==> config.mk <==
export PLATFORM = sky130hd
export DESIGN_NAME = slcr_link_config_regs
export DESIGN_NICKNAME = d
export VERILOG_FILES = /design/src/verilog/slcr_pkg.sv /design/src/verilog/slcr_link_config_regs.sv /design/src/verilog/slcr_link_timer.sv /design/src/verilog/slcr_irq_route.sv
export VERILOG_INCLUDE_DIRS = /design/src /design/src/verilog
export SDC_FILE = /design/constraint.sdc
export NUM_CORES = 1
export LEC_CHECK = 0
export BUFFER_PORTS_ARGS = -buffer_cell sky130_fd_sc_hd__buf_2
export CORE_MARGIN = 1
export CORE_UTILIZATION = 54
export DETAILED_ROUTE_END_ITERATION = 12
export HOLD_SLACK_MARGIN = 0.06
export PLACE_DENSITY_LB_ADDON = 0.2
export SLEW_MARGIN = 20
export SYNTH_ARGS = -nofsm -noshare
export SYNTH_HDL_FRONTEND = slang
export SYNTH_SLANG_ARGS = --single-unit
==> constraint.sdc <==
create_clock -name mclk -period 9.1 [get_ports mclk]
set_input_delay 0 -clock mclk [delete_from_list [all_inputs] [get_ports mclk]]
set_output_delay 0 -clock mclk [all_outputs]
set_load 0.02 [all_outputs]
==> src/verilog/slcr_regs.svh <==
// Offsets, reset values, field positions and timing figures of the
// link configuration register slice.
// Assumes byte-wide registers on an 8-bit register address.
`ifndef SLCR_REGS_SVH
`define SLCR_REGS_SVH

`define SLCR_A_CAP2    8'h21
`define SLCR_A_LDET    8'h26
`define SLCR_A_MBOXA   8'h2e
`define SLCR_A_MBOXB   8'h2f
`define SLCR_A_IROUTE  8'h30
`define SLCR_A_LWLO    8'h32
`define SLCR_A_LWHI    8'h33

`define SLCR_R_MBOXA   8'ha5
`define SLCR_R_MBOXB   8'h5a
`define SLCR_R_LWLO    8'h00
`define SLCR_R_LWHI    5'h05
`define SLCR_R_ZERO    8'h00

`define SLCR_B_CRC     3
`define SLCR_F_MODEHI  1:0
`define SLCR_F_LDET    2:0
`define SLCR_F_IROUTE  3:0
`define SLCR_F_LWHI    4:0
`define SLCR_F_RSVHI   7:5
`define SLCR_B_IR_PIN  3
`define SLCR_B_IR_AUX  2
`define SLCR_F_IR_IDX  1:0
`define SLCR_IR_OFF    4'h0
`define SLCR_IR_SPLIT  4'h1

`define SLCR_CLK_NS    10
`define SLCR_T0_NS     162000000
`define SLCR_T1_NS     325000000
`define SLCR_T2_NS     650000000
`define SLCR_T3_NS     1300000
`define SLCR_T4_NS     10250
`define SLCR_T5_NS     20500
`define SLCR_T6_NS     41000
`define SLCR_T7_NS     82000

`endif

==> src/verilog/slcr_pkg.sv <==
// Types shared by the link configuration register slice.
// Assumes nothing of its surroundings.
package slcr_pkg;
    typedef logic [2:0] slcr_mode_t;
    typedef enum logic [2:0] {
        FCC_NORMAL,
        FCC_HS_GPIO,
        FCC_RSVD,
        FCC_FWD_SPI,
        FCC_REV_SPI
    } slcr_fcc_kind_e;
    typedef enum logic [2:0] {
        IRQ_OFF,
        IRQ_SPLIT,
        IRQ_RSVD,
        IRQ_GPIO,
        IRQ_AUX
    } slcr_route_e;
endpackage

==> src/verilog/slcr_link_config_regs.sv <==
// Link configuration register slice: receiver capability 2, link
// detect timeout, scratch registers, remote interrupt routing and
// split-image line width.
// Assumes a byte register port on mclk from the serial target engine
// and port select, capability 1 bits and back-channel inputs on mclk.
`timescale 1ns/1ps
`default_nettype none
`include "slcr_regs.svh"
module slcr_link_config_regs #(
    parameter int unsigned LDET_CYC0 = `SLCR_T0_NS / `SLCR_CLK_NS, // 162 ms
    parameter int unsigned LDET_CYC1 = `SLCR_T1_NS / `SLCR_CLK_NS, // 325 ms
    parameter int unsigned LDET_CYC2 = `SLCR_T2_NS / `SLCR_CLK_NS, // 650 ms
    parameter int unsigned LDET_CYC3 = `SLCR_T3_NS / `SLCR_CLK_NS, // 1.3 ms
    parameter int unsigned LDET_CYC6 = `SLCR_T6_NS / `SLCR_CLK_NS, // 41 us
    parameter int unsigned LDET_CYC7 = `SLCR_T7_NS / `SLCR_CLK_NS, // 82 us
    parameter int unsigned LDET_CW   = 26
) (
    input  wire logic       mclk,                 // 100 MHz clock
    input  wire logic       arst_n,               // Async reset
    input  wire logic [7:0] reg_addr,             // Register offset
    input  wire logic [7:0] reg_wdata,            // Write data
    input  wire logic       reg_wr,               // Write strobe
    input  wire logic       reg_rd,               // Read strobe
    output logic      [7:0] reg_rdata,            // Read data
    input  wire logic [1:0] port_sel,             // Port select bits
    input  wire logic [1:0] capability_lock,      // Per-port lock
    input  wire logic [1:0] fcc_mode_lsb,         // Per-port mode bit 0
    input  wire logic [1:0] bcc_cap_load,         // Auto-load pulse
    input  wire logic [1:0] bcc_crc_en,           // Loaded CRC bit
    input  wire logic [3:0] bcc_mode_hi,          // Loaded mode bits
    input  wire logic       single_link,          // Single-link device
    input  wire logic       rc_valid,             // Reverse traffic seen
    input  wire logic [1:0] port_rirq,            // Port remote irqs
    output logic      [1:0] enhanced_crc_enable,  // Per-port CRC mode
    output logic      [5:0] fast_control_channel_mode, // 3 bits/port
    output logic      [1:0] fcc_hs_gpio,          // HS GPIO mode
    output logic      [5:0] fcc_gpio_count,       // GPIOs, 3 bits/port
    output logic      [1:0] fcc_fwd_spi,          // Forward SPI mode
    output logic      [1:0] fcc_rev_spi,          // Reverse SPI mode
    output logic            link_detect,          // Link detected
    output logic            remote_irq_pin,       // Remote irq pin
    output logic            main_irq_pin,         // Main irq share
    output logic      [3:0] gpio_irq,             // Irq on GPIO pins
    output logic      [3:0] aux_gpio_pin,         // Irq on aux pins
    output logic     [12:0] split_line_width      // Line size, pixels
);
    // ------------------------------------------------------------
    // Register state
    // ------------------------------------------------------------
    logic            crc_reg    [2];
    logic      [1:0] modehi_reg [2];
    logic      [2:0] mode_reg   [2];
    logic      [2:0] ldet_reg;
    logic      [7:0] mbox_a_reg;
    logic      [7:0] mbox_b_reg;
    logic      [3:0] iroute_reg;
    logic      [7:0] lw_lo_reg;
    logic      [4:0] lw_hi_reg;
    logic      [7:0] rdata_next;
    logic            rd_port;
    logic      [7:0] cap2_view;

    // Codes 4 and 5 are fixed counts; the lower bound of 11 fits code 4 (1025) but not code 5 (2050)
    if (LDET_CW < 11 || LDET_CW > 31)
        $error("slcr_link_config_regs: LDET_CW out of range");

    function automatic logic hit(input logic [7:0] a, input logic [7:0] off);
        hit = reg_wr && a == off;
    endfunction

    // ------------------------------------------------------------
    // Fast control channel mode decode
    // ------------------------------------------------------------
    function automatic slcr_pkg::slcr_fcc_kind_e fcc_kind(
        input slcr_pkg::slcr_mode_t m);
        case (m)
            3'h0:    fcc_kind = slcr_pkg::FCC_NORMAL;
            3'h1,
            3'h2,
            3'h3:    fcc_kind = slcr_pkg::FCC_HS_GPIO;
            3'h6:    fcc_kind = slcr_pkg::FCC_FWD_SPI;
            3'h7:    fcc_kind = slcr_pkg::FCC_REV_SPI;
            default: fcc_kind = slcr_pkg::FCC_RSVD;
        endcase
    endfunction

    function automatic logic [2:0] gpio_count(input slcr_pkg::slcr_mode_t m);
        case (m)
            3'h1:    gpio_count = 3'h1;
            3'h2:    gpio_count = 3'h2;
            3'h3:    gpio_count = 3'h4;
            default: gpio_count = 3'h0;
        endcase
    endfunction

    // ------------------------------------------------------------
    // Per-port capability 2 and mode outputs
    // ------------------------------------------------------------
    for (genvar p = 0; p < 2; p++) begin : g_port
        logic                  wr_cap;
        slcr_pkg::slcr_mode_t  full_mode;
        slcr_pkg::slcr_mode_t  eff_mode;
        slcr_pkg::slcr_fcc_kind_e kind;

        assign wr_cap    = hit(reg_addr, `SLCR_A_CAP2) && port_sel[p];
        assign full_mode = {modehi_reg[p], fcc_mode_lsb[p]};
        // Single-link parts cannot carry high-speed frames at all
        assign eff_mode  = single_link ? 3'h0 : full_mode;
        assign kind      = fcc_kind(eff_mode);

        // Back-channel load wins a same-cycle write unless locked
        always_ff @(posedge mclk or negedge arst_n) begin
            if (!arst_n) begin
                crc_reg[p]    <= 1'b0;
                modehi_reg[p] <= 2'h0;
            end else if (bcc_cap_load[p] && !capability_lock[p]) begin
                crc_reg[p]    <= bcc_crc_en[p];
                modehi_reg[p] <= bcc_mode_hi[2*p +: 2];
            end else if (wr_cap) begin
                crc_reg[p]    <= reg_wdata[`SLCR_B_CRC];
                modehi_reg[p] <= reg_wdata[`SLCR_F_MODEHI];
            end
        end

        always_ff @(posedge mclk or negedge arst_n) begin
            if (!arst_n) begin
                mode_reg[p]    <= 3'h0;
                fcc_hs_gpio[p] <= 1'b0;
                fcc_fwd_spi[p] <= 1'b0;
                fcc_rev_spi[p] <= 1'b0;
                fcc_gpio_count[3*p +: 3] <= 3'h0;
            end else begin
                mode_reg[p]    <= eff_mode;
                fcc_hs_gpio[p] <= kind == slcr_pkg::FCC_HS_GPIO;
                fcc_fwd_spi[p] <= kind == slcr_pkg::FCC_FWD_SPI;
                fcc_rev_spi[p] <= kind == slcr_pkg::FCC_REV_SPI;
                fcc_gpio_count[3*p +: 3] <= gpio_count(eff_mode);
            end
        end

        assign enhanced_crc_enable[p]           = crc_reg[p];
        assign fast_control_channel_mode[3*p +: 3] = mode_reg[p];
    end

    // ------------------------------------------------------------
    // Shared registers
    // ------------------------------------------------------------
    always_ff @(posedge mclk or negedge arst_n) begin
        if (!arst_n) begin
            ldet_reg <= 3'h0;
        end else if (hit(reg_addr, `SLCR_A_LDET)) begin
            ldet_reg <= reg_wdata[`SLCR_F_LDET];
        end
    end

    always_ff @(posedge mclk or negedge arst_n) begin
        if (!arst_n) begin
            mbox_a_reg <= `SLCR_R_MBOXA;
            mbox_b_reg <= `SLCR_R_MBOXB;
        end else begin
            if (hit(reg_addr, `SLCR_A_MBOXA))
                mbox_a_reg <= reg_wdata;
            if (hit(reg_addr, `SLCR_A_MBOXB))
                mbox_b_reg <= reg_wdata;
        end
    end

    always_ff @(posedge mclk or negedge arst_n) begin
        if (!arst_n) begin
            iroute_reg <= 4'h0;
        end else if (hit(reg_addr, `SLCR_A_IROUTE)) begin
            iroute_reg <= reg_wdata[`SLCR_F_IROUTE];
        end
    end

    // No range clamp: widths beyond 4096 are left to software
    always_ff @(posedge mclk or negedge arst_n) begin
        if (!arst_n) begin
            lw_lo_reg <= `SLCR_R_LWLO;
            lw_hi_reg <= `SLCR_R_LWHI;
        end else begin
            if (hit(reg_addr, `SLCR_A_LWLO))
                lw_lo_reg <= reg_wdata;
            if (hit(reg_addr, `SLCR_A_LWHI))
                lw_hi_reg <= reg_wdata[`SLCR_F_LWHI];
        end
    end

    // One width feeds both splitting and dual-input left/right modes
    assign split_line_width = {lw_hi_reg, lw_lo_reg};

    // ------------------------------------------------------------
    // Read path
    // ------------------------------------------------------------
    // Port 1 is shown only when it alone is selected
    assign rd_port   = port_sel == 2'h2;
    assign cap2_view = rd_port
        ? {4'h0, crc_reg[1], 1'b0, modehi_reg[1]}
        : {4'h0, crc_reg[0], 1'b0, modehi_reg[0]};

    always_comb begin
        case (reg_addr)
            `SLCR_A_CAP2:   rdata_next = cap2_view;
            `SLCR_A_LDET:   rdata_next = {5'h0, ldet_reg};
            `SLCR_A_MBOXA:  rdata_next = mbox_a_reg;
            `SLCR_A_MBOXB:  rdata_next = mbox_b_reg;
            `SLCR_A_IROUTE: rdata_next = {4'h0, iroute_reg};
            `SLCR_A_LWLO:   rdata_next = lw_lo_reg;
            `SLCR_A_LWHI:   rdata_next = {3'h0, lw_hi_reg};
            default:        rdata_next = `SLCR_R_ZERO;
        endcase
    end

    always_ff @(posedge mclk or negedge arst_n) begin
        if (!arst_n) begin
            reg_rdata <= `SLCR_R_ZERO;
        end else if (reg_rd) begin
            reg_rdata <= rdata_next;
        end
    end

    // ------------------------------------------------------------
    // Link detect and interrupt routing
    // ------------------------------------------------------------
    slcr_link_timer #(
        .CNT0 (LDET_CYC0),
        .CNT1 (LDET_CYC1),
        .CNT2 (LDET_CYC2),
        .CNT3 (LDET_CYC3),
        .CNT4 (`SLCR_T4_NS / `SLCR_CLK_NS),
        .CNT5 (`SLCR_T5_NS / `SLCR_CLK_NS),
        .CNT6 (LDET_CYC6),
        .CNT7 (LDET_CYC7),
        .CW   (LDET_CW)
    ) u_timer (
        .mclk     (mclk),
        .arst_n   (arst_n),
        .sel      (ldet_reg),
        .rc_valid (rc_valid),
        .det      (link_detect)
    );

    slcr_irq_route u_irq (
        .mclk     (mclk),
        .arst_n   (arst_n),
        .route    (iroute_reg),
        .rirq     (port_rirq),
        .rem_irq  (remote_irq_pin),
        .main_irq (main_irq_pin),
        .gpio_irq (gpio_irq),
        .aux_irq  (aux_gpio_pin)
    );
endmodule
`default_nettype wire

==> src/verilog/slcr_link_timer.sv <==
// Reverse-channel link detect timer.
// Assumes rc_valid is a one-cycle pulse on mclk.
`timescale 1ns/1ps
`default_nettype none
`include "slcr_regs.svh"
module slcr_link_timer #(
    parameter int unsigned CNT0 = 1,
    parameter int unsigned CNT1 = 1,
    parameter int unsigned CNT2 = 1,
    parameter int unsigned CNT3 = 1,
    parameter int unsigned CNT4 = 1,
    parameter int unsigned CNT5 = 1,
    parameter int unsigned CNT6 = 1,
    parameter int unsigned CNT7 = 1,
    parameter int unsigned CW   = 26
) (
    input  wire logic       mclk,     // Clock
    input  wire logic       arst_n,   // Async reset
    input  wire logic [2:0] sel,      // Timeout selection
    input  wire logic       rc_valid, // Valid reverse traffic
    output logic            det       // Link detected
);
    if (CNT0 >= 2**CW || CNT1 >= 2**CW || CNT2 >= 2**CW || CNT3 >= 2**CW)
        $error("slcr_link_timer: CW too small");

    logic [CW-1:0] cnt_reg;
    logic [CW-1:0] lim;
    logic          det_reg;

    function automatic logic [CW-1:0] limit(input logic [2:0] s);
        case (s)
            3'h0:    limit = CW'(CNT0);
            3'h1:    limit = CW'(CNT1);
            3'h2:    limit = CW'(CNT2);
            3'h3:    limit = CW'(CNT3);
            3'h4:    limit = CW'(CNT4);
            3'h5:    limit = CW'(CNT5);
            3'h6:    limit = CW'(CNT6);
            default: limit = CW'(CNT7);
        endcase
    endfunction

    assign lim = limit(sel);

    // Counter saturates so a dead link never wraps back to detected
    always_ff @(posedge mclk or negedge arst_n) begin
        if (!arst_n) begin
            cnt_reg <= '0;
        end else if (rc_valid) begin
            cnt_reg <= '0;
        end else if (cnt_reg < lim) begin
            cnt_reg <= cnt_reg + 1'b1;
        end
    end

    always_ff @(posedge mclk or negedge arst_n) begin
        if (!arst_n) begin
            det_reg <= 1'b0;
        end else if (rc_valid) begin
            det_reg <= 1'b1;
        end else if (cnt_reg >= lim) begin
            det_reg <= 1'b0;
        end
    end

    assign det = det_reg;
endmodule
`default_nettype wire

==> src/verilog/slcr_irq_route.sv <==
// Remote interrupt routing onto the interrupt and GPIO pins.
// Assumes both port interrupts are active-high levels on mclk.
`timescale 1ns/1ps
`default_nettype none
`include "slcr_regs.svh"
module slcr_irq_route (
    input  wire logic       mclk,         // Clock
    input  wire logic       arst_n,       // Async reset
    input  wire logic [3:0] route,        // Routing code
    input  wire logic [1:0] rirq,         // Per-port remote irq
    output logic            rem_irq,      // Remote irq pin level
    output logic            main_irq,     // Main irq pin share
    output logic [3:0]      gpio_irq,     // Onto GPIO pins
    output logic [3:0]      aux_irq       // Onto aux GPIO pins
);
    slcr_pkg::slcr_route_e kind;
    logic                  comb;
    logic [3:0]            gpio_next;
    logic [3:0]            aux_next;

    function automatic slcr_pkg::slcr_route_e route_kind(input logic [3:0] m);
        if (m == `SLCR_IR_OFF)
            route_kind = slcr_pkg::IRQ_OFF;
        else if (m == `SLCR_IR_SPLIT)
            route_kind = slcr_pkg::IRQ_SPLIT;
        else if (!m[`SLCR_B_IR_PIN])
            route_kind = slcr_pkg::IRQ_RSVD;
        else if (m[`SLCR_B_IR_AUX])
            route_kind = slcr_pkg::IRQ_AUX;
        else
            route_kind = slcr_pkg::IRQ_GPIO;
    endfunction

    assign kind = route_kind(route);
    assign comb = |rirq;

    for (genvar i = 0; i < 4; i++) begin : g_pin
        assign gpio_next[i] = comb && kind == slcr_pkg::IRQ_GPIO
                              && route[`SLCR_F_IR_IDX] == 2'(i);
        assign aux_next[i]  = comb && kind == slcr_pkg::IRQ_AUX
                              && route[`SLCR_F_IR_IDX] == 2'(i);
    end

    always_ff @(posedge mclk or negedge arst_n) begin
        if (!arst_n) begin
            rem_irq  <= 1'b0;
            main_irq <= 1'b0;
        end else begin
            case (kind)
                slcr_pkg::IRQ_SPLIT: begin
                    rem_irq  <= rirq[0];
                    main_irq <= rirq[1];
                end
                default: begin
                    rem_irq  <= 1'b0;
                    main_irq <= 1'b0;
                end
            endcase
        end
    end

    always_ff @(posedge mclk or negedge arst_n) begin
        if (!arst_n) begin
            gpio_irq <= 4'h0;
            aux_irq  <= 4'h0;
        end else begin
            gpio_irq <= gpio_next;
            aux_irq  <= aux_next;
        end
    end
endmodule
`default_nettype wire

## Word level (Yosys, flattened, before mapping)

Cells that the tools add are included.

| word-level totals | value |
|---|---|
| flip-flop bits (word level) | 105 |
| output and inout port bits | 52 |

| operators by class | value |
|---|---|
| $add $sub $neg | 1 |
| magnitude comparators | 2 |
| equal/unequal tests | 37 |
| mux-type cells | 27 |
| reduce and logical (&&, ||, !) cells | 35 |

Operator list:

| kind | count |
|---|---|
| case mux 26 bit (7 select lines) | 1 |
| == test 8 x 6 -> 1 bit (second input constant) | 7 |
| case mux 8 bit (7 select lines) | 1 |
| 2-to-1 mux 26 bit | 2 |
| == test 3 bit (second input constant) | 10 |
| == test 3 x 2 -> 1 bit (second input constant) | 9 |
| adder 26 x 1 -> 26 bit (second input constant) | 1 |
| greater-or-equal comparator 26 bit | 1 |
| less-than comparator 26 bit | 1 |
| case mux 3 bit (4 select lines) | 2 |
| logical AND 1 bit | 21 |
| == test 3 x 1 -> 1 bit (second input constant) | 6 |
| 2-to-1 mux 3 bit | 6 |
| case mux 3 bit (3 select lines) | 2 |
| zero test 3 bit | 3 |
| 2-to-1 mux 1 bit | 8 |
| 2-to-1 mux 2 bit | 4 |
| nonzero test 2 bit | 4 |
| == test 2 bit (second input constant) | 3 |
| OR reduction 3 bit | 2 |
| == test 4 x 1 -> 1 bit (second input constant) | 1 |
| zero test 4 bit | 1 |
| 2-to-1 mux 4 bit | 1 |
| == test 2 x 1 -> 1 bit (second input constant) | 1 |
| other kinds (3) | 4 |

## Depth between registers and ports, before layout

| depth | value |
|---|---|
| depth after elaboration | 7 |
| mapped depth | 14 |
| mapped depth without buffers | 10 |

## Modules after synthesis

A second synthesis with hierarchy kept.

| unflattened totals | value |
|---|---|
| cell total of the unflattened synthesis | 520 |
| area total of the unflattened synthesis | 5504.0 um^2 |

Modules (own cells, without submodules):

| module | times used | cells each | area an instance (um^2) | seq. area each (um^2) |
|---|---|---|---|---|
| slcr_link_config_regs | 1 | 242 | 2982.9 | 1714.1 |
| slcr_link_timer | 1 | 252 | 2169.6 | 675.6 |
| slcr_irq_route | 1 | 26 | 351.6 | 250.2 |

## Worst setup path before layout

No wires, ideal clock.

| timing | value |
|---|---|
| path kind | register -> register |
| from | register ldet_reg[0] |
| to | register u_timer.cnt_reg[1] |
| setup time | 132 ps |
| arrival | 3053 ps |
| setup slack | 5915 ps |
| cell stages (with the launch flop) | 14 |
| path through | dfrtp_1 clkbuf_1 inv_1 or3_1 and2_1 ha_1 nand4_1 nor4_2 nand2_2 o211ai_4 buf_6 buf_4 mux2i_1 nor2_1 |

| between the ends | value |
|---|---|
| cells in the longest elaborated chain, start to end | 4 |
| elaborated cells on any way between the ends | 10 |

Ends and longest elaborated chain:

| what | line | RTL |
|---|---|---|
| start, declared | slcr_link_config_regs.sv:53 | `logic [2:0] ldet_reg;` |
| start signal, assigned | slcr_link_config_regs.sv:152 | `` ldet_reg <= reg_wdata[`SLCR_F_LDET]; `` |
| == test 3 bit (tied with other cells) | slcr_link_timer.sv:31 | `case (s)` |
| case mux 26 bit (7 select lines) * | slcr_link_timer.sv:31 |  |
| less-than comparator 26 bit * | slcr_link_timer.sv:51 | `end else if (cnt_reg < lim) begin` |
| nonzero test 2 bit (no line) * | n/a |  |
| end signal, assigned | slcr_link_timer.sv:52 | `cnt_reg <= cnt_reg + 1'b1;` |
| end, declared | slcr_link_timer.sv:26 | `logic [CW-1:0] cnt_reg;` |

Mark *: on every way between the ends. The rest lies on a longest branch, timed or not.
A chain may end at the register's enable or synchronous reset.

## Worst setup path after layout

| timing | value |
|---|---|
| from | register ldet_reg[0] |
| to | register u_timer.cnt_reg[18] |

The elaborated chain is that of the path after synthesis.

==> run metrics <==
status=finished, final reports clean; Fin Setup TNS=0 ps; combinational share of power=0.159; PortBufs=89; minimum clock period=3650 ps; EDFF count, synth=0; Worst Max-Slew Pin Slew=914 ps; Placed Cells=719; area delta synth->final=18.7%; syn_area_per_cell=10.5 um2; total CTS buffers=9; die area=10600 um2; Worst setup SP type=flip-flop; Hold Crit Class=input pin to flip-flop; gpl congestion=0.957; gr usage total=0.250; largest net degree at the start of global routing=71; Tcrit/Tclk final=0.401; initial antenna violation count=0; CTS tree=yes; first-pass GRT wire length=20300 um; internal reg-to-reg setup slack=5450 ps; PwrDens=142 nW/um2; Final #Nets=696; Ant. Diodes=0; CTS clock-pin slew for the worst setup and hold paths=100 ps; Critical Path Slowest Stage Cell=o211ai_1; sequential fraction of the synthesis area=0.481; Clk network pwr share=0.293; max reg flops=26; HP Start=rc_valid; Fin. Hold Viols=0; Final Slew Violations=0; htree depth=3; final total power=922 uW; Final Non-Filler Cells=769; Filler Cell Count=822; RR Startpoint=ldet_reg[0]; Fin Hold WS=77.2 ps; CTS Sinks=105; worst IR drop on VDD=0.106 mV; DR WL/cell=16.3 um; count of distinct cell types in the synthesized netlist=61; critical path data required time=9400 ps; Largest stage delay, worst path=780 ps; Site Rows=36; post-synthesis mux area share=0.107; RSZ-0062 raised after global routing=false; Initial Util=0.559; sequential cell fraction of total power=0.547; Sw Share=0.294; CTS Buffer Depth=2; DIE WIDTH=103 um; crit path launch=ldet_reg[0]; DP HPWL=8820 um; Max FO, Critical Path=14; number of global-route vias before repair=4160; adder-cell area share of the yosys netlist=0.0616; DP Area=5990 um2; core footprint=9820 um2; xor/xnor cell area share of the yosys netlist=0.00639; io pins=90; GRT overflow=0; Final setup viols=0; clk_lat worst skew=380 ps; Post-synth ARST share=1.00; most frequent cells in the layout=dfrtp_1, buf_2, mux2_2; Synth Area in Simple Gates=0.172; drt total wl=12600 um; Detailed Routing Iterations Pass 1=6; Yosys warnings=0; DRC viols=0; DR iter-0 viols=241; Die Y=103 um; root buffer cell=clkbuf_8; Cells after Synth=522; syn nets=587; worst path cell trace=inv_1, or3_1, and2_1, ha_1, nand4_1, nor4_2, nand2_2, o211ai_1, o21ai_0, a21oi_1; Arr. time, crit path=3960 ps; FF+latch count, synth=105; vias per cell=5.70; setup repair bufs after CTS=0; Max Cap Violations=0; skew final=17.1 ps; Synth Area in Compound Gates=0.138; most common cell after layout, fill and taps aside=dfrtp_1; largest family of logic cells by synthesized area=simple AND/OR/NAND/NOR gates; CP Capture Type=flip-flop; ys flop type=dfrtp_1; fmax=274 MHz; critical setup path kind=flip-flop to flip-flop; area of the mapped netlist=5490 um2; Routed Antenna Nets=0; vias=4385; layout cell share with drive strength beyond 1=0.270; Pleak=0.00304 uW; slew margin rel.=0.388; Int Power=651 uW; Psw=271 uW; design area=6510 um2
==> what timing repair did <==
action | 4_1_cts | 5_1_grt
resized for setup | 0 | 0
hold buffers | 34 | 0
endpoints found under the setup margin | 0 | 0
endpoints found under the hold margin | 108 | 0
==> cell type report <==
cell class / instances / area, um2 / share of cell area
clock buffers: 10 / 128 / 0.0196
flip-flops and latches: 105 / 2640 / 0.405
clock inverters: 6 / 48.8 / 0.00749
multi-input cells: 373 / 2670 / 0.409
inverters: 18 / 67.6 / 0.0104
well taps: 133 / 166 / 0.0256
repair buffers: 124 / 796 / 0.122
==> logic make-up (layout without fill, tap and decap cells) <==
logic type                 count (synthesis)  count (layout)
buffers and inverters                     44             158
xor gates and xnor gates                   4               4
AOI/OAI and AO/OA                        112             112
adders and majority gates                 27              27
muxes                                     54              54
DFF                                      105             105
and+or+nand+nor                          176             176
==> cell usage after synthesis (4+ instances only) <==
| library cell | count | area (um2) |
|---|---|---|
| nand2b_1 | 4 | 25.0 |
| clkbuf_1 | 19 | 71.3 |
| or4_1 | 10 | 75.1 |
| a21oi_1 | 34 | 170 |
| dfrtp_1 | 95 | 2380 |
| ha_1 | 27 | 338 |
| and2_1 | 4 | 25.0 |
| o21ai_0 | 26 | 130 |
| a31oi_1 | 7 | 43.8 |
| nor3_1 | 8 | 40.0 |
| dfstp_2 | 10 | 263 |
| nand4_1 | 7 | 43.8 |
| nand3_1 | 22 | 110 |
| mux2_2 | 39 | 439 |
| nor4_1 | 6 | 37.5 |
| and3_1 | 5 | 31.3 |
| nor2_1 | 37 | 139 |
| or3_1 | 10 | 62.6 |
| nor2b_1 | 11 | 68.8 |
| o2111ai_1 | 4 | 35.0 |
| xnor2_1 | 4 | 35.0 |
| mux2i_1 | 15 | 150 |
| nand2_1 | 34 | 128 |
| o31ai_1 | 9 | 67.6 |
| inv_1 | 18 | 67.6 |
==> per-layer routing <==
metal,routed length [um],track usage,vias up
met1,5890,0.345,2132
met3,583,0.0393,15
li1,-,-,2134
met4,193,0.0823,0
met2,5890,0.405,104
met5,0,0,-
==> path summary, 6_finish.rpt <==
check / end / depth (start not counted)
setup / recovery: u_timer.cnt_reg[18] / 10
hold / removal: u_timer.cnt_reg[1] / 2
setup reg to reg: u_timer.cnt_reg[18] / 10
hold reg to reg: reg_rdata[2] / 1
max in group asynchronous: ldet_reg[1] / 3
min in group asynchronous: u_timer.cnt_reg[5] / 2
==> critical path: cells and delay by family (launching register included) <==
kind,cells,cell delay (ps)
buffers and inverters,1,160
DFF,1,500
AOI/OAI and AO/OA,3,1150
and+or+nand+nor,5,1450
adders and majority gates,1,320
==> power by group through the flow <==
| stage | Clock, uW | Sequential (uW) | Combinational, uW |
|---|---|---|---|
| 2_1_floorplan | 0 | 523 | 73.2 |
| 3_3_place_gp | 0 | 512 | 130 |
| 3_5_place_dp | 0 | 513 | 134 |
| 4_1_cts | 275 | 504 | 147 |
| 5_1_grt | 290 | 508 | 164 |
| 6_report | 270 | 505 | 147 |
==> stage by stage <==
step	util	setup slack (ps)
after floorplan	-	5910
after global placement	0.610	5670
after detailed placement	0.610	5510
after CTS	0.663	5490
after global routing	0.663	5200
final	0.663	5450
Note: power is estimated with default switching activity, not from simulation.
